[src/logic/lpm_pkg.sv]
// Purpose: Shared constants for the low-power wake-up clock mask block
// Assumes: 40 MHz clock, AXI4-Lite register access with 8-bit addresses
// Notes: Times are kept in ns; cycle counts are derived from them
package lpm_pkg;
    localparam int CLK_NS = 25;
    // Times in ns as specified
    localparam int OVERSHOOT_NS = 6000;
    localparam int MASK_SLOW_NS = 150000;
    localparam int MASK_FAST_NS = 2000;
    localparam int SETTLE_FAST_NS = 2000;
    localparam int SETTLE_SLOW_NS = 150000;
    // Longest time rounds down, least times round up
    localparam int OVERSHOOT_CYC = OVERSHOOT_NS / CLK_NS;
    localparam int MASK_SLOW_CYC = (MASK_SLOW_NS + CLK_NS - 1) / CLK_NS;
    localparam int MASK_FAST_CYC = (MASK_FAST_NS + CLK_NS - 1) / CLK_NS;
    localparam int SETTLE_FAST_CYC = (SETTLE_FAST_NS + CLK_NS - 1) / CLK_NS;
    localparam int SETTLE_SLOW_CYC = (SETTLE_SLOW_NS + CLK_NS - 1) / CLK_NS;
    localparam int TIMER_W = 13;
    // Register byte offsets
    localparam logic [7:0] CTRL_OFS = 8'h00;
    localparam logic [7:0] CLK_OFS = 8'h04;
    localparam logic [7:0] LPM_OFS = 8'h08;
    localparam logic [7:0] STAT_OFS = 8'h0c;
    // Supervision control fields
    localparam int SUP_EN_BIT = 0;
    localparam int MON_EN_BIT = 1;
    localparam int SUP_FP_BIT = 2;
    localparam int MON_FP_BIT = 3;
    localparam int LEVEL_LSB = 4;
    localparam logic [5:0] CTRL_RST = 6'h03;
    // Clock control fields
    localparam int DIV_LSB = 0;
    localparam int SREQ_BIT = 3;
    localparam int SUB_OSC_BIT = 4;
    localparam int MAIN_OSC_BIT = 5;
    localparam int KHZ_LSB = 16;
    localparam logic [5:0] CLKF_RST = 6'h38;
    localparam logic [15:0] KHZ_RST = 16'h0fa0;
    localparam logic [2:0] DIV_HALF = 3'h1;
    // Low-power entry fields
    localparam int ENTER_BIT = 0;
    localparam int DEEP_BIT = 1;
    // Status fields
    localparam int EXPOSED_BIT = 5;
    // AXI responses
    localparam logic [1:0] RESP_OKAY = 2'h0;
    localparam logic [1:0] RESP_SLVERR = 2'h2;
    // Main clock limits per core level, in kHz
    localparam logic [15:0] LIM_L0 = 16'h1388;
    localparam logic [15:0] LIM_L1 = 16'h1d4c;
    localparam logic [15:0] LIM_L2 = 16'h2710;
    localparam logic [15:0] LIM_L3 = 16'h30d4;

    typedef enum logic [1:0] {
        PWR_ACTIVE = 2'b00,
        PWR_STATE3 = 2'b01,
        PWR_STATE4 = 2'b10,
        PWR_WAKE = 2'b11
    } pwr_state_t;
endpackage

[src/logic/reg_access_if.sv]
// Purpose: Register access between the bus slave and the sequencer core
// Assumes: One clock; wr_stb is a one-cycle pulse
// Notes: Decode answers (hit, read data) come back combinationally
`timescale 1ns/10ps
interface reg_access_if;
    logic wr_stb;
    logic [7:0] wr_addr;
    logic [31:0] wr_data;
    logic [3:0] wr_strb;
    logic wr_hit;
    logic [7:0] rd_addr;
    logic [31:0] rd_data;
    logic rd_hit;
    modport slave(output wr_stb, wr_addr, wr_data, wr_strb, rd_addr,
                  input wr_hit, rd_data, rd_hit);
    modport core(input wr_stb, wr_addr, wr_data, wr_strb, rd_addr,
                 output wr_hit, rd_data, rd_hit);
endinterface

[src/logic/lpm_wakeup_clock_mask.sv]
// Purpose: Wake-up clock mask and supervisor settling sequencer
// Assumes: wake and core_ok are synchronous to clk
// Notes: Slow counts are parameters so a bench can shorten them
//
// Behaviour
// - Oscillator overshoot window lasts 6 us.
// - Normal supervisor mode holds CPU 150 us.
// - Fast mode mask 2 us; flag exposed clock.
// - Subsystem clock gets no wake-up mask.
// - Full-performance settling delay about 2 us.
// - Unsettled raised core level issues reset.
// - Normal-mode settling delay about 150 us.
//
// The register addresses and the AXI4-Lite slave port were chosen for this implementation.
`timescale 1ns/10ps
module lpm_wakeup_clock_mask #(
    parameter int unsigned MASK_SLOW_CYC = lpm_pkg::MASK_SLOW_CYC,
    parameter int unsigned SETTLE_SLOW_CYC = lpm_pkg::SETTLE_SLOW_CYC
) (
    // Clock and reset
    input wire logic clk,
    input wire logic rst,
    // AXI4-Lite write
    input wire logic [7:0] s_axi_awaddr,
    input wire logic s_axi_awvalid,
    output logic s_axi_awready,
    input wire logic [31:0] s_axi_wdata,
    input wire logic [3:0] s_axi_wstrb,
    input wire logic s_axi_wvalid,
    output logic s_axi_wready,
    output logic [1:0] s_axi_bresp,
    output logic s_axi_bvalid,
    input wire logic s_axi_bready,
    // AXI4-Lite read
    input wire logic [7:0] s_axi_araddr,
    input wire logic s_axi_arvalid,
    output logic s_axi_arready,
    output logic [31:0] s_axi_rdata,
    output logic [1:0] s_axi_rresp,
    output logic s_axi_rvalid,
    input wire logic s_axi_rready,
    // Power events
    input wire logic wake,
    input wire logic core_ok,
    // Clock and CPU control
    output logic cpu_hold,
    output logic main_clock_en,
    output logic subsystem_clock_en,
    output logic [2:0] main_clock_divider,
    output logic osc_overshoot,
    output logic [1:0] core_level,
    output logic pmm_reset
);
    localparam int TW = lpm_pkg::TIMER_W;
    localparam int MASK_FAST = lpm_pkg::MASK_FAST_CYC;
    localparam int SETTLE_FAST = lpm_pkg::SETTLE_FAST_CYC;
    localparam int FAST_TAIL = lpm_pkg::MASK_FAST_CYC - 7;
    localparam int OVER_TAIL = lpm_pkg::OVERSHOOT_CYC - 7;

    if (MASK_SLOW_CYC == 0 || MASK_SLOW_CYC >= (1 << TW) ||
        SETTLE_SLOW_CYC == 0 || SETTLE_SLOW_CYC >= (1 << TW)) begin : g_bad
        $error("slow counts must fit the timer width and be nonzero");
    end

    function automatic logic [31:0] merge(input logic [31:0] old, input logic [31:0] nw,
                                          input logic [3:0] strb);
        logic [31:0] r;
        r = old;
        for (int i = 0; i < 4; i++) begin
            if (strb[i]) begin
                r[8*i +: 8] = nw[8*i +: 8];
            end
        end
        return r;
    endfunction

    function automatic logic [15:0] level_limit(input logic [1:0] lvl);
        return (lvl == 2'h0) ? lpm_pkg::LIM_L0 : (lvl == 2'h1) ? lpm_pkg::LIM_L1 :
               (lvl == 2'h2) ? lpm_pkg::LIM_L2 : lpm_pkg::LIM_L3;
    endfunction

    reg_access_if ra ();

    axil_slave u_bus (
        .clk(clk),
        .rst(rst),
        .awaddr(s_axi_awaddr),
        .awvalid(s_axi_awvalid),
        .awready(s_axi_awready),
        .wdata(s_axi_wdata),
        .wstrb(s_axi_wstrb),
        .wvalid(s_axi_wvalid),
        .wready(s_axi_wready),
        .bresp(s_axi_bresp),
        .bvalid(s_axi_bvalid),
        .bready(s_axi_bready),
        .araddr(s_axi_araddr),
        .arvalid(s_axi_arvalid),
        .arready(s_axi_arready),
        .rdata(s_axi_rdata),
        .rresp(s_axi_rresp),
        .rvalid(s_axi_rvalid),
        .rready(s_axi_rready),
        .ra(ra.slave)
    );

    lpm_pkg::pwr_state_t state_q, state_d;
    logic [5:0] ctrl_q, clkf_q;
    logic [15:0] khz_q;
    logic [1:0] level_q;
    logic fast_q, exposed_q, deep_q;
    logic hold_q, main_en_q, sub_en_q, over_q, reset_q;
    logic mask_busy, mask_done, osc_busy, osc_done, set_busy, set_done;
    logic [TW-1:0] mask_cnt, set_cnt;

    // Register write decode
    wire wr_ctrl = ra.wr_stb && ra.wr_addr == lpm_pkg::CTRL_OFS;
    wire wr_clk = ra.wr_stb && ra.wr_addr == lpm_pkg::CLK_OFS;
    wire wr_lpm = ra.wr_stb && ra.wr_addr == lpm_pkg::LPM_OFS;
    wire wr_stat = ra.wr_stb && ra.wr_addr == lpm_pkg::STAT_OFS;
    assign ra.wr_hit = ra.wr_addr inside {lpm_pkg::CTRL_OFS, lpm_pkg::CLK_OFS,
                                          lpm_pkg::LPM_OFS, lpm_pkg::STAT_OFS};
    wire [31:0] ctrl_word = {26'h0, ctrl_q};
    wire [31:0] clk_word = {khz_q, 10'h0, clkf_q};
    wire [31:0] ctrl_new = merge(ctrl_word, ra.wr_data, ra.wr_strb);
    wire [31:0] clk_new = merge(clk_word, ra.wr_data, ra.wr_strb);
    wire [1:0] level_new = ctrl_new[lpm_pkg::LEVEL_LSB +: 2];
    wire enter = wr_lpm && ra.wr_strb[0] && ra.wr_data[lpm_pkg::ENTER_BIT];

    wire in_sleep = state_q == lpm_pkg::PWR_STATE3 || state_q == lpm_pkg::PWR_STATE4;
    wire wake_take = in_sleep && wake;
    // Fast wake-up: both low-side units off, or both in full performance
    wire fast_now = (!ctrl_q[lpm_pkg::SUP_EN_BIT] && !ctrl_q[lpm_pkg::MON_EN_BIT]) ||
                    (ctrl_q[lpm_pkg::SUP_FP_BIT] && ctrl_q[lpm_pkg::MON_FP_BIT]);
    wire [TW-1:0] mask_len = fast_now ? TW'(MASK_FAST) : TW'(MASK_SLOW_CYC);
    wire raise = wr_ctrl && level_new > level_q;
    wire [TW-1:0] settle_len = ctrl_new[lpm_pkg::SUP_FP_BIT] ?
                               TW'(lpm_pkg::SETTLE_FAST_CYC) : TW'(SETTLE_SLOW_CYC);
    wire expose = mask_done && fast_q && clkf_q[lpm_pkg::MAIN_OSC_BIT] &&
                  clkf_q[lpm_pkg::DIV_LSB +: 3] == 3'h0 && khz_q > level_limit(level_q);
    wire sleep_d = state_d == lpm_pkg::PWR_STATE3 || state_d == lpm_pkg::PWR_STATE4;

    // Register read decode
    wire [31:0] lpm_word = {30'h0, deep_q, in_sleep};
    wire [31:0] stat_word = {24'h0, level_q, exposed_q, fast_q, set_busy, over_q,
                             hold_q, in_sleep};
    assign ra.rd_hit = ra.rd_addr inside {lpm_pkg::CTRL_OFS, lpm_pkg::CLK_OFS,
                                          lpm_pkg::LPM_OFS, lpm_pkg::STAT_OFS};
    assign ra.rd_data = (ra.rd_addr == lpm_pkg::CTRL_OFS) ? ctrl_word :
                        (ra.rd_addr == lpm_pkg::CLK_OFS) ? clk_word :
                        (ra.rd_addr == lpm_pkg::LPM_OFS) ? lpm_word :
                        (ra.rd_addr == lpm_pkg::STAT_OFS) ? stat_word : 32'h0;

    always_comb begin
        state_d = state_q;
        unique case (state_q)
            lpm_pkg::PWR_ACTIVE: begin
                if (enter) begin
                    state_d = ra.wr_data[lpm_pkg::DEEP_BIT] ? lpm_pkg::PWR_STATE4 :
                              lpm_pkg::PWR_STATE3;
                end
            end
            lpm_pkg::PWR_STATE3, lpm_pkg::PWR_STATE4: begin
                if (wake) begin
                    state_d = lpm_pkg::PWR_WAKE;
                end
            end
            lpm_pkg::PWR_WAKE: begin
                if (mask_done) begin
                    state_d = lpm_pkg::PWR_ACTIVE;
                end
            end
        endcase
    end

    countdown_timer #(.W(TW)) u_mask (
        .clk(clk), .rst(rst), .load(wake_take), .len(mask_len),
        .busy(mask_busy), .done(mask_done), .count(mask_cnt)
    );
    countdown_timer #(.W(TW)) u_osc (
        .clk(clk), .rst(rst), .load(wake_take), .len(TW'(lpm_pkg::OVERSHOOT_CYC)),
        .busy(osc_busy), .done(osc_done), .count()
    );
    countdown_timer #(.W(TW)) u_settle (
        .clk(clk), .rst(rst), .load(raise), .len(settle_len),
        .busy(set_busy), .done(set_done), .count(set_cnt)
    );

    always_ff @(posedge clk or posedge rst) begin
        if (rst) begin
            ctrl_q <= lpm_pkg::CTRL_RST;
            clkf_q <= lpm_pkg::CLKF_RST;
            khz_q <= lpm_pkg::KHZ_RST;
            level_q <= 2'h0;
            deep_q <= 1'b0;
        end else begin
            if (wr_ctrl) begin
                ctrl_q <= ctrl_new[5:0];
                level_q <= level_new;
            end
            if (wr_clk) begin
                clkf_q <= clk_new[5:0];
                khz_q <= clk_new[lpm_pkg::KHZ_LSB +: 16];
            end
            if (enter && state_q == lpm_pkg::PWR_ACTIVE) begin
                deep_q <= ra.wr_data[lpm_pkg::DEEP_BIT];
            end
        end
    end

    always_ff @(posedge clk or posedge rst) begin
        if (rst) begin
            state_q <= lpm_pkg::PWR_ACTIVE;
            fast_q <= 1'b0;
            exposed_q <= 1'b0;
        end else begin
            state_q <= state_d;
            if (wake_take) begin
                fast_q <= fast_now;
            end
            // Set wins over a clear in the same cycle
            if (expose) begin
                exposed_q <= 1'b1;
            end else if (wr_stat && ra.wr_strb[0] && ra.wr_data[lpm_pkg::EXPOSED_BIT]) begin
                exposed_q <= 1'b0;
            end
        end
    end

    always_ff @(posedge clk or posedge rst) begin
        if (rst) begin
            hold_q <= 1'b0;
            main_en_q <= 1'b1;
            sub_en_q <= 1'b1;
            over_q <= 1'b0;
            reset_q <= 1'b0;
        end else begin
            hold_q <= state_d != lpm_pkg::PWR_ACTIVE;
            main_en_q <= !sleep_d;
            sub_en_q <= !sleep_d || clkf_q[lpm_pkg::SREQ_BIT];
            over_q <= wake_take || (osc_busy && !osc_done);
            reset_q <= set_done && !raise && !core_ok;
        end
    end

    assign cpu_hold = hold_q;
    assign main_clock_en = main_en_q;
    assign subsystem_clock_en = sub_en_q;
    assign main_clock_divider = clkf_q[lpm_pkg::DIV_LSB +: 3];
    assign osc_overshoot = over_q;
    assign core_level = level_q;
    assign pmm_reset = reset_q;
endmodule

[src/logic/countdown_timer.sv]
// Purpose: Loadable down-counter for mask, overshoot and settling windows
// Assumes: len is at least one
// Notes: done pulses in the last busy cycle
`timescale 1ns/10ps
module countdown_timer #(
    parameter int W = 13
) (
    // Clock and reset
    input wire logic clk,
    input wire logic rst,
    // Control
    input wire logic load,
    input wire logic [W-1:0] len,
    // State
    output logic busy,
    output logic done,
    output logic [W-1:0] count
);
    logic [W-1:0] count_q;
    assign count = count_q;
    assign busy = count_q != '0;
    assign done = count_q == W'(1);

    always_ff @(posedge clk or posedge rst) begin
        if (rst) begin
            count_q <= '0;
        end else if (load) begin
            count_q <= len;
        end else if (busy) begin
            count_q <= count_q - W'(1);
        end
    end
endmodule

[src/logic/axil_slave.sv]
// Purpose: AXI4-Lite slave front end for the sequencer registers
// Assumes: Master holds valid and payload until taken
// Notes: Address and data are taken together; one answer per access
`timescale 1ns/10ps
module axil_slave (
    // Clock and reset
    input wire logic clk,
    input wire logic rst,
    // Write channels
    input wire logic [7:0] awaddr,
    input wire logic awvalid,
    output logic awready,
    input wire logic [31:0] wdata,
    input wire logic [3:0] wstrb,
    input wire logic wvalid,
    output logic wready,
    output logic [1:0] bresp,
    output logic bvalid,
    input wire logic bready,
    // Read channels
    input wire logic [7:0] araddr,
    input wire logic arvalid,
    output logic arready,
    output logic [31:0] rdata,
    output logic [1:0] rresp,
    output logic rvalid,
    input wire logic rready,
    // Core side
    reg_access_if.slave ra
);
    logic wready_q, bvalid_q, arready_q, rvalid_q;
    logic [1:0] bresp_q, rresp_q;
    logic [31:0] rdata_q;
    wire w_take = wready_q && awvalid && wvalid;
    wire r_take = arready_q && arvalid;
    // Ready pulses only when both halves are present, so neither is orphaned
    wire w_offer = !wready_q && awvalid && wvalid && !bvalid_q;
    wire r_offer = !arready_q && arvalid && !rvalid_q;

    assign awready = wready_q;
    assign wready = wready_q;
    assign bvalid = bvalid_q;
    assign bresp = bresp_q;
    assign arready = arready_q;
    assign rvalid = rvalid_q;
    assign rresp = rresp_q;
    assign rdata = rdata_q;
    assign ra.wr_stb = w_take;
    assign ra.wr_addr = awaddr;
    assign ra.wr_data = wdata;
    assign ra.wr_strb = wstrb;
    assign ra.rd_addr = araddr;

    always_ff @(posedge clk or posedge rst) begin
        if (rst) begin
            wready_q <= 1'b0;
            bvalid_q <= 1'b0;
            bresp_q <= lpm_pkg::RESP_OKAY;
        end else begin
            wready_q <= w_offer;
            if (w_take) begin
                bvalid_q <= 1'b1;
                bresp_q <= ra.wr_hit ? lpm_pkg::RESP_OKAY : lpm_pkg::RESP_SLVERR;
            end else if (bready) begin
                bvalid_q <= 1'b0;
            end
        end
    end

    always_ff @(posedge clk or posedge rst) begin
        if (rst) begin
            arready_q <= 1'b0;
            rvalid_q <= 1'b0;
            rresp_q <= lpm_pkg::RESP_OKAY;
            rdata_q <= '0;
        end else begin
            arready_q <= r_offer;
            if (r_take) begin
                rvalid_q <= 1'b1;
                rresp_q <= ra.rd_hit ? lpm_pkg::RESP_OKAY : lpm_pkg::RESP_SLVERR;
                rdata_q <= ra.rd_data;
            end else if (rready) begin
                rvalid_q <= 1'b0;
            end
        end
    end
endmodule

[config.mk]
export PLATFORM = sky130hd
export DESIGN_NAME = lpm_wakeup_clock_mask
export DESIGN_NICKNAME = d
export VERILOG_FILES = /design/src/logic/lpm_pkg.sv /design/src/logic/reg_access_if.sv /design/src/logic/lpm_wakeup_clock_mask.sv /design/src/logic/countdown_timer.sv /design/src/logic/axil_slave.sv
export SDC_FILE = /design/constraint.sdc
export NUM_CORES = 1
export LEC_CHECK = 0
export BUFFER_PORTS_ARGS = -buffer_cell sky130_fd_sc_hd__buf_4
export CORE_MARGIN = 3
export CORE_UTILIZATION = 38
export CTS_BUF_LIST = sky130_fd_sc_hd__clkbuf_8
export CTS_CLUSTER_DIAMETER = 120
export DETAILED_ROUTE_END_ITERATION = 10
export PLACE_DENSITY = 0.65
export SLEW_MARGIN = 0
export SYNTH_ARGS = -nofsm -noshare
export SYNTH_HDL_FRONTEND = slang
export SYNTH_HIERARCHICAL = 1
export SYNTH_SLANG_ARGS = --single-unit
export TNS_END_PERCENT = 20
[constraint.sdc]
create_clock -name clk -period 5.1 [get_ports clk]
set_input_delay 1.02 -clock clk [delete_from_list [all_inputs] [get_ports clk]]
set_output_delay 1.02 -clock clk [all_outputs]
set_load 0.02 [all_outputs]
==> After elaboration in Yosys (flattened, before gate mapping) <==
Index checks and enable logic that the tools add are counted.
W data, S select, Z words.
{ "word_totals": {"regBits": 119, "in_bits": 61, "wordCells": 140} }
{ "classes": {"addsub": 3, "order_cmp": 2, "n_eq_ne": 16, "muxes": 29, "n_reduce_logical": 65} }
{ "ops": {"columns": ["op", "count"], "rows": [
  ["$mux W13", 9],
  ["$mux W32", 2],
  ["$eq A13 B1 Y1 const B", 3],
  ["$reduce_bool A13 Y1", 3],
  ["$sub A13 B1 Y13 const B", 3],
  ["$eq A8 B4 Y1 const B", 4],
  ["$logic_and A1 B1 Y1", 28],
  ["$mux W14", 2],
  ["$eq A8 B3 Y1 const B", 2],
  ["$gt A16 B14 Y1", 1],
  ["$logic_not A8 Y1", 2],
  ["$mux W8", 2],
  ["$reduce_bool A2 Y1", 7],
  ["$mux W2", 6],
  ["$logic_not A1 Y1", 10],
  ["$eq A2 B2 Y1 const B", 4],
  ["$reduce_and A2 Y1", 4],
  ["$reduce_bool A4 Y1", 2],
  ["$eq A2 B1 Y1 const B", 3],
  ["$mux W1", 6],
  ["$mux W6", 1],
  ["$pmux W2 S3", 1],
  ["$logic_or A1 B1 Y1", 5],
  ["$logic_not A2 Y1", 2],
  ["other kinds (3)", 3]
]} }

==> Logic depth before layout (Yosys ltp) <==
Gate-level depths: netlist of the first run.
{ "logic_depth": {"ltp_word": 11, "ltp_mapped": 11, "mapped_depth_nobuf": 11} }

==> Hierarchy <==
Netlist of the first run, hierarchy kept.
{ "modules_own_cells": {"columns": ["module", "n_inst", "cells_each", "area_per_inst_um2", "seq_area_each_um2"], "rows": [
  ["countdown_timer", 3, 86, 857.1, 325.3],
  ["lpm_wakeup_clock_mask", 1, 227, 2387.3, 967.2],
  ["axil_slave", 1, 144, 1953.1, 950.9]
]} }

==> Worst setup path after synthesis of the first run <==
Ideal clock, no wire load.
{ "synth_timing": {"path_kind": "input-to-reg", "start": "input s_axi_wstrb[0]", "end": "register u_settle.count_q[8] (netlist: u_settle/count[8])", "arrival_ps": 2733, "slack_ps": 2298, "stages": 10, "path_cell_list": "buf_4 clkbuf_1 mux2i_1 ha_1 inv_1 a21oi_1 a21oi_1 and2_1 or4_1 nand3_1"} }
{ "synth_between": {"elab_chain_cells": 4} }
{ "synth_rtl": {"columns": ["element", "line_no", "rtl"], "rows": [
  ["start: declaration", "lpm_wakeup_clock_mask.sv:28", "input wire logic [3:0] s_axi_wstrb,"],
  ["$mux W6 *", "lpm_wakeup_clock_mask.sv:70", "if (strb[i]) begin"],
  ["$gt A2 B2 Y1 *", "lpm_wakeup_clock_mask.sv:136", "wire raise = wr_ctrl && level_new > level_q;"],
  ["$logic_and A1 B1 Y1 *", "lpm_wakeup_clock_mask.sv:136", null],
  ["named net raise", "lpm_wakeup_clock_mask.sv:136", null],
  ["$mux W13 / $reduce_bool A2 Y1 (equally long branches)", null, null],
  ["end signal: assignment", "countdown_timer.sv:28", "count_q <= len;"],
  ["end signal: assignment", "countdown_timer.sv:30", "count_q <= count_q - W'(1);"],
  ["end: declaration", "countdown_timer.sv:19", "logic [W-1:0] count_q;"]
]} }
Mark *: on every way through the listed nets, which the timed path passes. The rest lies on a longest branch.
A chain may end at the register's enable or synchronous reset.

==> Final worst setup path of the first run <==
{ "layout_timing": {"start": "input s_axi_awaddr[5]", "end": "register u_settle.count_q[9] (netlist: u_settle/count[9])"} }
{ "layout_between": {"elab_chain_cells": 4} }
{ "layout_rtl": {"columns": ["element", "line_no", "rtl"], "rows": [
  ["start: declaration", "lpm_wakeup_clock_mask.sv:24", "input wire logic [7:0] s_axi_awaddr,"],
  ["$logic_not A8 Y1 *", "lpm_wakeup_clock_mask.sv:117", "wire wr_ctrl = ra.wr_stb && ra.wr_addr == lpm_pkg::CTRL_OFS;"],
  ["$logic_and A1 B1 Y1 *", "lpm_wakeup_clock_mask.sv:117", null],
  ["$logic_and A1 B1 Y1 *", "lpm_wakeup_clock_mask.sv:136", null],
  ["named net raise", "lpm_wakeup_clock_mask.sv:136", null],
  ["$mux W13 / $reduce_bool A2 Y1 (equally long branches)", null, null]
]} }
Marked as above.

==> summary.md, run 1 <==
| Metric | Value |
|---|---|
| # DRC | `0` |
| Tot GR Track Use | `15.7%` |
| Max cap viols | `0` |
| Initial core utilization | `between 30% and 40%` |
| Crit path DAT | `~3.3 ns` |
| CTS max path bufs | `2` |
| Post-CTS setup buffer count | `0` |
| Clock sinks | `115` |
| Die Ht | `between 100 and 150 µm` |
| Place WS | `about 1.6 ns` |
| Tmin final | `3.02 ns` |
| Antenna viol nets, final | `0` |
| GPL Wtd Cong | `0.816` |
| PortBufs | `98` |
| Worst skew pair latency | `between 0.4 and 0.5 ns` |
| CP Capture Type | `flip-flop` |
| Worst setup margin | `2.08 ns` |
| Post-Syn Instances | `a little over 600` |
| Status | `finished, final reports clean` |
| Flop2flop setup slack | `2.29 ns` |
| Post_cts resized | `0` |
| Final non-filler cell total | `946` |
| Placed cells | `between 900 and 1k` |
| Drt first pass iters | `5` |
| F_max | `between 0.3 and 0.4 GHz` |
| WL final | `15.0 mm` |
| # hold bufs at CTS | `0` |
| TritonCTS clock tree | `built` |
| Register-to-Register Path Depth | `9` |
| Startpoint Class | `primary input` |
| CTS root buffer | `clkbuf_8` |
| Die area | `0.0196 mm²` |
| Initial DRC Count | `158` |
| First-pass GRT wire length | `roughly 25 mm` |
| Via count | `approximately 4.7k` |
| Pleak | `3.74 nW` |
| Area Overhead vs Synth | `17.0%` |
| Routed length per instance | `15.8 µm` |
| CTS Buf Count | `17` |
| Worst Clk Skew | `0.00894 ns` |
| Hold crit path type | `flip-flop to flip-flop` |
| Slew @ Worst Pin | `0.840 ns` |
| Setup TNS | `0 ns` |
| Pwr Density | `287 mW/mm²` |
| Data required, critical path | `5.42 ns` |
| Core footprint | `0.0174 mm²` |
| Cell Area, Synth | `0.00682 mm²` |
| Syn Area/Cell | `11.1 µm²` |
| Slew Viols, Final | `0` |
| Number of global-route vias before repair | `4914` |
| Antenna violations before repair | `0` |
| Worst slew margin | `43.8%` |
| Layout fillers | `1633` |
| Layout cells sized above 1 | `33.4%` |
| Unrepaired setup endpoints after global routing | `no` |
| Hpwl dp | `approximately 11 mm` |
| Hold Vio Cnt, Final | `0` |
| Vias per cell | `4.93` |
| Clock transition at path regs | `roughly 0.07 ns` |
| WHS Path Cells | `1` |
| Peak supply drop | `between 0.2 and 0.25 mV` |
| # setup viols final | `0` |
| DIE WIDTH | `140 µm` |
| Row cnt | `48` |
| Io pins | `112` |
| CTS H-tree lvls | `4` |
| Crit Path Max Fanout | `26` |
| Final Util | `45.8%` |
| Warnings from Yosys | `6` |
| GRT overflow | `0` |
| Largest net degree at the start of global routing | `51` |
| WS Path Type | `primary input to flip-flop` |
| # diodes | `0` |
| Nets | `798` |
| Crit share post-route | `59.2%` |
-- sequential cells by signal, indices dropped and copies added, names as in the netlist, 2 cells and up --
signal          count
ctrl_q              6
clkf_q              6
u_osc/count        13
u_mask/count       13
khz_q              16
u_settle/count     13
u_bus/rdata        32
state_q             2
-- metal layers --
metal | wire (µm) | share of wire, % | vias to the layer above | GRT usage, %
met5 | 0 | 0 | - | 0
met1 | 6480 | 43 | 2283 | 18.7
met4 | 201 | 1.3 | 0 | 4.44
met3 | 917 | 6.1 | 13 | 5.70
met2 | 7380 | 49 | 98 | 26.7
li1 | - | - | 2271 | -
-- final cells by class --
cell class / count / area, µm² / area share (%)
Clock inverter: 14 / 210 / 2.63
Tap cell: 225 / 282 / 3.53
Clock buffer: 18 / 248 / 3.10
Multi-Input combinational cell: 441 / 3470 / 43.5
Sequential cell: 115 / 2890 / 36.3
Timing Repair Buffer: 101 / 758 / 9.50
Inverter: 32 / 120 / 1.50
-- worst paths after layout --
check | from | endpoint
max in group asynchronous | rst | khz_q[11]
worst min register to register | u_bus/bvalid | u_bus/awready
worst max-delay path | s_axi_awaddr[5] | u_settle/count[9]
worst max register to register | ctrl_q[4] | exposed_q
min in group asynchronous | rst | osc_overshoot
worst min-delay path | u_bus/bvalid | u_bus/awready
-- cells in the final DEF, fill, tap and decap left out, types with 4 or more instances in the layout --
cell	instances
nor4_1	7
buf_4	101
mux2_4	35
ha_1	29
mux2i_1	4
nand3_1	16
and4_1	5
conb_1	39
inv_1	32
mux2_2	30
xnor2_1	22
and2_1	18
bufinv_16	5
a22oi_1	7
dfrtp_1	102
o21ai_0	10
nand4_1	6
a21oi_1	10
nor4b_4	4
nor2_1	32
nor3_2	7
clkbuf_8	18
nand2_1	46
dfstp_2	13
nand2b_1	4
o31ai_1	15
a22o_1	12
nor3_1	9
xor2_1	9
nor2b_1	6
-- where the power goes --
| part | total, W | internal, W | switching (W) |
|---|---|---|---|
| Clock | 0.000981 | 0.000594 | 0.000387 |
| Sequential | 0.00104 | 0.000965 | 0.0000715 |
| Combinational | 0.000272 | 0.000139 | 0.000134 |
| Total | 0.00229 | 0.00170 | 0.000592 |
-- critical path, cell delays in order --
cell and delay, ns:
buf_4 0.11, nor4_2 0.34, nand2_2 0.15, nor4b_4 0.48, and2_1 0.76, nor2_1 0.22
a22o_1 0.25
-- per-stage QoR --
stage          instance area, µm²  hold WS, ns  total power, W
6_report                     7980        0.457         0.00229
5_1_grt                      7980        0.466         0.00240
4_1_cts                      7980        0.462         0.00232
3_5_place_dp                 7520        0.457         0.00133
3_3_place_gp                 7520        0.445         0.00132
2_1_floorplan                6960        0.464         0.00124
(Power assumes the default switching activity.)
==> run 2, diff against run 1 <==
--- a/config.mk
+++ b/config.mk
@@ -11,7 +11,7 @@
 export CTS_BUF_LIST = sky130_fd_sc_hd__clkbuf_8
 export CTS_CLUSTER_DIAMETER = 120
 export DETAILED_ROUTE_END_ITERATION = 10
-export PLACE_DENSITY = 0.65
+export PLACE_DENSITY = 0.68
 export SLEW_MARGIN = 0
 export SYNTH_ARGS = -nofsm -noshare
 export SYNTH_HDL_FRONTEND = slang
==> constraint.sdc (replaced) <==
create_clock -name clk -period 2.6 [get_ports clk]
set_input_delay 0.52 -clock clk [delete_from_list [all_inputs] [get_ports clk]]
set_output_delay 0.52 -clock clk [all_outputs]
set_load 0.02 [all_outputs]
==> summary.md, run 2 (synthesis results as in run 1) <==
| Metric | Value |
|---|---|
| Hpwl dp | `10.9 mm (-3.5%)` |
| First-pass GRT wire length | `24.1 mm (-2.5%)` |
| FF-to-FF End | `exposed_q` |
| Crit path DAT | `2.73 ns (-0.61 ns)` |
| Max cap viols | `0 (unchanged)` |
| Area Overhead vs Synth | `18.2%` |
| PortBufs | `98 (unchanged)` |
| Vias per cell | `4.86 (-1.5%)` |
| Io pins | `112 (unchanged)` |
| Nets | `809 (+1.4%)` |
| Most common library cell in the layout ignoring fill and taps | `buf_4` |
| Hold crit path type | `primary input to flip-flop` |
| Die Ht | `140 µm (unchanged)` |
| Flop2flop setup slack | `0.18 ns (-2.11 ns)` |
| Worst Clk Skew | `0.0103 ns (+0.00141 ns)` |
| Most frequent cells in the layout | `111 x buf_4, 101 x dfrtp_1, 46 x nand2_1` |
| CP top delay family | `compound AO/OA/AOI/OAI gates` |
| Pwr Density | `536 mW/mm² (+87%)` |
| RR Startpoint | `ctrl_q[4]` |
| Worst slew margin | `45.7% (+1.9 points)` |
| Antenna violations before repair | `0 (unchanged)` |
| Buf/Inv on CP | `2 (+1)` |
| Core footprint | `0.0174 mm² (unchanged)` |
| Drt first pass iters | `4 (-1)` |
| Crit share post-route | `93.1%` |
| Sw power | `0.00120 W (+100%)` |
| Logic pwr share | `12.4% (+0.5 points)` |
| Worst skew pair latency | `0.44 ns (about the same)` |
| Layout cells sized above 1 | `34.8% (+1.4 points)` |
| GPL Wtd Cong | `0.801 (-1.9%)` |
| Number of global-route vias before repair | `4680 (-4.8%)` |
| Delay of the slowest critical-path stage | `0.38 ns (-0.38 ns)` |
| Die area | `0.0196 mm² (unchanged)` |
| Hold Vio Cnt, Final | `0 (unchanged)` |
| # setup viols final | `0 (unchanged)` |
| WL final | `14.5 mm (-3.1%)` |
| Slew @ Worst Pin | `0.814 ns (-0.0261 ns)` |
| Row cnt | `48 (unchanged)` |
| CTS root buffer | `clkbuf_8` |
| Routed length per instance | `15.2 µm (-4.2%)` |
| GRT overflow | `0 (unchanged)` |
| Startpoint Class | `flip-flop` |
| Register-to-Register Path Depth | `10 (+1)` |
| Data required, critical path | `2.91 ns (-2.51 ns)` |
| CTS Buf Count | `17 (unchanged)` |
| Clock sinks | `115 (unchanged)` |
| WS Path Type | `flip-flop to flip-flop` |
| Pleak | `3.78 nW (+0.97%)` |
| F_max | `0.413 GHz` |
| Setup crit start | `ctrl_q[4]` |
| Setup crit end | `exposed_q` |
| # DRC | `0 (unchanged)` |
| Slew Viols, Final | `0 (unchanged)` |
| Antenna viol nets, final | `0 (unchanged)` |
| Tmin final | `approximately 2.4 ns` |
| Status | `finished, final reports clean` |
| Initial DRC Count | `248 (+57%)` |
| Placed cells | `924 (+1.1%)` |
| CTS H-tree lvls | `4 (unchanged)` |
| Sequential Power Share | `47.1% (+1.8 points)` |
| Post-CTS setup buffer count | `0 (unchanged)` |
| DIE WIDTH | `140 µm (unchanged)` |
| CTS max path bufs | `2 (unchanged)` |
| Worst setup margin | `0.180 ns (-1.90 ns)` |
| # diodes | `0 (unchanged)` |
| Peak supply drop | `0.464 mV (+130%)` |
| CP Depth | `10 (+3)` |
| Via count | `4649 (-0.34%)` |
| Max reg flops | `32 (unchanged)` |
| Unrepaired setup endpoints after global routing | `no` |
| TritonCTS clock tree | `built` |
| Layout fillers | `1628 (-0.31%)` |
| Final non-filler cell total | `957 (+1.2%)` |
| Switching part of the total | `27.8% (+1.9 points)` |
| Clock transition at path regs | `0.07 ns (about the same)` |
| Tot GR Track Use | `15.3% (-0.36 points)` |
| CP Capture Type | `flip-flop` |
| Critical-path top delay cell | `dfrtp_1` |
| Initial core utilization | `39.2% (unchanged)` |
| Crit path cell chain | `inv_1, ha_1, or2_2, inv_1, ha_1, o311a_1, a2111oi_4, o221ai_1, a21oi_1, o21ai_0` |
| Crit Path Max Fanout | `5 (-81%)` |
| Clock share of power | `40.5% (-2.4 points)` |
| Place WS | `-0.0715 ns (-1.69 ns)` |
| Internal cell power | `0.00312 W (+84%)` |
| Largest net degree at the start of global routing | `39 (-24%)` |
==> run 2: cell count changes in the layout (fill, tap and decap cells not counted), moves of 2 or more <==
cell	delta
buf_4	+10
clkinv_2	-2
clkinv_4	+4
bufinv_16	-2
==> run 2: cell type report <==
cell class | count | area (µm²) | area share [%]
clock buffers | 17 | 234 | 2.90
clock inverters | 15 | 183 | 2.26
inverters | 32 | 120 | 1.49
multi-input cells | 441 | 3510 | 43.5
flip-flops and latches | 115 | 2900 | 35.9
well taps | 225 | 282 | 3.49
repair buffers | 112 | 843 | 10.5
==> run 2: stage by stage <==
| stage | total power (W) | hold slack [ns] | TNS [ns] | area, µm² | util [%] |
|---|---|---|---|---|---|
| global route | 0.00453 | 0.226 | 0 | 8070 | 46.3 |
| finish | 0.00432 | 0.241 | 0 | 8070 | 46.3 |
| detailed placement | 0.00260 | 0.426 | -0.0715 | 7600 | 43.6 |
| global placement | 0.00259 | 0.422 | 0 | 7600 | 43.6 |
| floorplan | 0.00244 | 0.397 | 0 | 6960 | - |
| CTS | 0.00438 | 0.212 | 0 | 8030 | 46.1 |
==> run 2: how the worst min path moves through the flow <==
stage	from	to	depth (start not counted)
floorplan	rst	u_mask/count[0]	1
global placement	rst	pmm_reset	2
detailed placement	rst	pmm_reset	2
CTS	core_ok	pmm_reset	2
global route	core_ok	pmm_reset	2
finish	core_ok	pmm_reset	2
==> run 2: layer usage <==
| layer | vias to the layer above | global-route usage [%] | part of all wire (%) |
|---|---|---|---|
| li1 | 2307 | - | - |
| met2 | 86 | 24.4 | 47 |
| met5 | - | 0 | 0 |
| met4 | 0 | 5.41 | 1.0 |
| met1 | 2243 | 20.2 | 47 |
| met3 | 13 | 4.13 | 4.9 |
==> run 2: power by group through the flow <==
| stage | clock network (W) | registers [W] | logic (W) |
|---|---|---|---|
| 3_3_place_gp | 0 | 0.00206 | 0.000531 |
| 4_1_cts | 0.00181 | 0.00203 | 0.000541 |
| 2_1_floorplan | 0 | 0.00209 | 0.000344 |
| 6_report | 0.00175 | 0.00203 | 0.000538 |
| 5_1_grt | 0.00189 | 0.00205 | 0.000586 |
| 3_5_place_dp | 0 | 0.00206 | 0.000538 |
==> run 2: repair_timing <==
item                                   4_1_cts  5_1_grt
endpoints found under the hold margin        1        0
hold buffers                                 1        0
setup endpoints to repair                    1        1
gates resized for setup                      2        4
pin swaps                                    0        0
==> run 2: worst register-to-register path: stages (launching register included) <==
cell and delay [ns]:
dfrtp_1 0.38, inv_1 0.09, ha_1 0.26, or2_2 0.36
inv_1 0.07, ha_1 0.23, o311a_1 0.15, a2111oi_4 0.37
o221ai_1 0.16, a21oi_1 0.14, o21ai_0 0.09
==> run 3, diff against run 2 <==
--- a/config.mk
+++ b/config.mk
@@ -11,8 +11,9 @@
 export CTS_BUF_LIST = sky130_fd_sc_hd__clkbuf_8
 export CTS_CLUSTER_DIAMETER = 120
 export DETAILED_ROUTE_END_ITERATION = 10
+export MAX_ROUTING_LAYER = met4
 export PLACE_DENSITY = 0.68
-export SLEW_MARGIN = 0
+export SLEW_MARGIN = 15
 export SYNTH_ARGS = -nofsm -noshare
 export SYNTH_HDL_FRONTEND = slang
 export SYNTH_HIERARCHICAL = 1
==> summary.md, run 3 (synthesis results as in run 1) <==
| Metric | Value |
|---|---|
| Status | `finished, final reports clean` |
| CTS Buf Count | `17 (unchanged)` |
| Die area | `0.0196 mm² (unchanged)` |
| Unrepaired setup endpoints after global routing | `no` |
| GRT overflow | `0 (unchanged)` |
| Most frequent cells in the layout | `111 x buf_4, 101 x dfrtp_1, 46 x nand2_1` |
| Tmin final | `2.41 ns (-0.00765 ns)` |
| Max cap viols | `0 (unchanged)` |
| CP Depth | `10 (unchanged)` |
| Most common library cell in the layout ignoring fill and taps | `buf_4` |
| F_max | `0.415 GHz (+0.32%)` |
| Clock share of power | `40.5% (about the same)` |
| # setup viols final | `0 (unchanged)` |
| FF-to-FF End | `exposed_q` |
| Place WS | `-0.0715 ns (unchanged)` |
| Antenna viol nets, final | `0 (unchanged)` |
| Routed length per instance | `15.2 µm (about the same)` |
| Internal cell power | `0.00312 W (about the same)` |
| Crit share post-route | `92.8% (-0.29 points)` |
| Worst Clk Skew | `0.00974 ns (-0.000607 ns)` |
| Buf/Inv on CP | `2 (unchanged)` |
| Delay of the slowest critical-path stage | `0.38 ns (about the same)` |
| Antenna violations before repair | `0 (unchanged)` |
| Io pins | `112 (unchanged)` |
| Peak supply drop | `0.464 mV (about the same)` |
| First-pass GRT wire length | `24.1 mm (unchanged)` |
| Sequential Power Share | `47.1% (about the same)` |
| Crit path cell chain | `inv_1, ha_1, or2_2, inv_1, ha_1, o311a_1, a2111oi_4, o221ai_1, a21oi_1, o21ai_0` |
| CP Capture Type | `flip-flop` |
| Pwr Density | `536 mW/mm² (about the same)` |
| Hold crit path type | `primary input to flip-flop` |
| Setup crit end | `exposed_q` |
| Crit Path Max Fanout | `5 (unchanged)` |
| Tot GR Track Use | `15.8% (+0.45 points)` |
| WS Path Type | `flip-flop to flip-flop` |
| Largest net degree at the start of global routing | `39 (unchanged)` |
| TritonCTS clock tree | `built` |
| Setup crit start | `ctrl_q[4]` |
| Die Ht | `140 µm (unchanged)` |
| Data required, critical path | `2.91 ns (about the same)` |
| CTS H-tree lvls | `4 (unchanged)` |
| Crit path DAT | `2.72 ns (about the same)` |
| Vias per cell | `4.87 (+0.24%)` |
| Hold Vio Cnt, Final | `0 (unchanged)` |
| Startpoint Class | `flip-flop` |
| Via count | `4660 (+0.24%)` |
| CTS max path bufs | `2 (unchanged)` |
| Critical-path top delay cell | `dfrtp_1` |
| Nets | `809 (unchanged)` |
| Hpwl dp | `10.9 mm (unchanged)` |
| Number of global-route vias before repair | `4675 (-0.11%)` |
| Layout cells sized above 1 | `34.8% (unchanged)` |
| Worst setup margin | `0.188 ns (+0.00765 ns)` |
| Layout fillers | `1628 (unchanged)` |
| Row cnt | `48 (unchanged)` |
| Final Util | `46.3% (unchanged)` |
| Initial core utilization | `39.2% (unchanged)` |
| Max reg flops | `32 (unchanged)` |
| # diodes | `0 (unchanged)` |
| Worst skew pair latency | `0.44 ns (about the same)` |
| Core footprint | `0.0174 mm² (unchanged)` |
| PortBufs | `98 (unchanged)` |
| Post-CTS setup buffer count | `0 (unchanged)` |
| Drt first pass iters | `4 (unchanged)` |
| DIE WIDTH | `140 µm (unchanged)` |
| Sw power | `0.00120 W (-0.12%)` |
| RR Startpoint | `ctrl_q[4]` |
| Logic pwr share | `12.4% (about the same)` |
| CP top delay family | `compound AO/OA/AOI/OAI gates` |
| GPL Wtd Cong | `0.813 (+1.4%)` |
| Switching part of the total | `27.8% (about the same)` |
| Worst slew margin | `46.6% (+0.93 points)` |
| Register-to-Register Path Depth | `10 (unchanged)` |
| Pleak | `3.78 nW (unchanged)` |
| WL final | `14.5 mm (about the same)` |
| Slew @ Worst Pin | `0.800 ns (-0.0139 ns)` |
| # DRC | `0 (unchanged)` |
| Flop2flop setup slack | `0.19 ns (about the same)` |
| CTS root buffer | `clkbuf_8` |
| Clock transition at path regs | `0.07 ns (about the same)` |
| Clock sinks | `115 (unchanged)` |
| Area Overhead vs Synth | `18.2% (unchanged)` |
| Slew Viols, Final | `0 (unchanged)` |
| Initial DRC Count | `264 (+6.5%)` |
[run 3: cell counts in the layout (fill, tap and decap cells not counted)]
Identical to the previous run, type by type.
[run 3: what timing repair did]
item,in CTS,in global routing
endpoints found under the setup margin,1,1
gates resized for setup,2,4
gates cloned,0,0
hold endpoints to repair,1,0
hold buffers,1,0
pin swaps,0,0
[run 3: power by group through the flow]
stage	Combinational (W)	Sequential (W)	Clock (W)
detailed placement	0.000538	0.00206	0
floorplan	0.000344	0.00209	0
global route	0.000586	0.00205	0.00189
CTS	0.000541	0.00203	0.00181
finish	0.000537	0.00203	0.00175
global placement	0.000531	0.00206	0
[run 3: final cells by class]
| cell class | instances | area, µm² | area share (%) |
|---|---|---|---|
| clock inverters | 15 | 183 | 2.26 |
| flip-flops and latches | 115 | 2900 | 35.9 |
| clock buffers | 17 | 234 | 2.90 |
| inverters | 32 | 120 | 1.49 |
| well taps | 225 | 282 | 3.49 |
| multi-input cells | 441 | 3510 | 43.5 |
| repair buffers | 112 | 843 | 10.5 |
[run 3: how the worst min path moves through the flow]
stage / start / endpoint / depth (start not counted)
5_1_grt: core_ok / pmm_reset / 2
2_1_floorplan: rst / u_mask/count[0] / 1
3_5_place_dp: rst / pmm_reset / 2
4_1_cts: core_ok / pmm_reset / 2
6_report: core_ok / pmm_reset / 2
3_3_place_gp: rst / pmm_reset / 2
[run 3: through the flow]
| stage | total power, W | hold WS, ns | TNS (ns) | cells | cell area, µm² |
|---|---|---|---|---|---|
| 6_report | 0.00432 | 0.243 | 0 | 957 | 8070 |
| 5_1_grt | 0.00452 | 0.226 | 0 | 957 | 8070 |
| 4_1_cts | 0.00438 | 0.212 | 0 | 957 | 8030 |
| 3_5_place_dp | 0.00260 | 0.426 | -0.0715 | 924 | 7600 |
| 3_3_place_gp | 0.00259 | 0.422 | 0 | 924 | 7600 |
| 2_1_floorplan | 0.00244 | 0.397 | 0 | 653 | 6960 |
[run 3: metal layers]
metal / vias to the layer above / share of wire (%) / global-route usage (%)
met5: - / 0 / -
met4: 0 / 1.1 / 5.41
met3: 14 / 5.1 / 4.13
met2: 99 / 47 / 24.4
met1: 2243 / 47 / 20.2
li1: 2304 / - / -
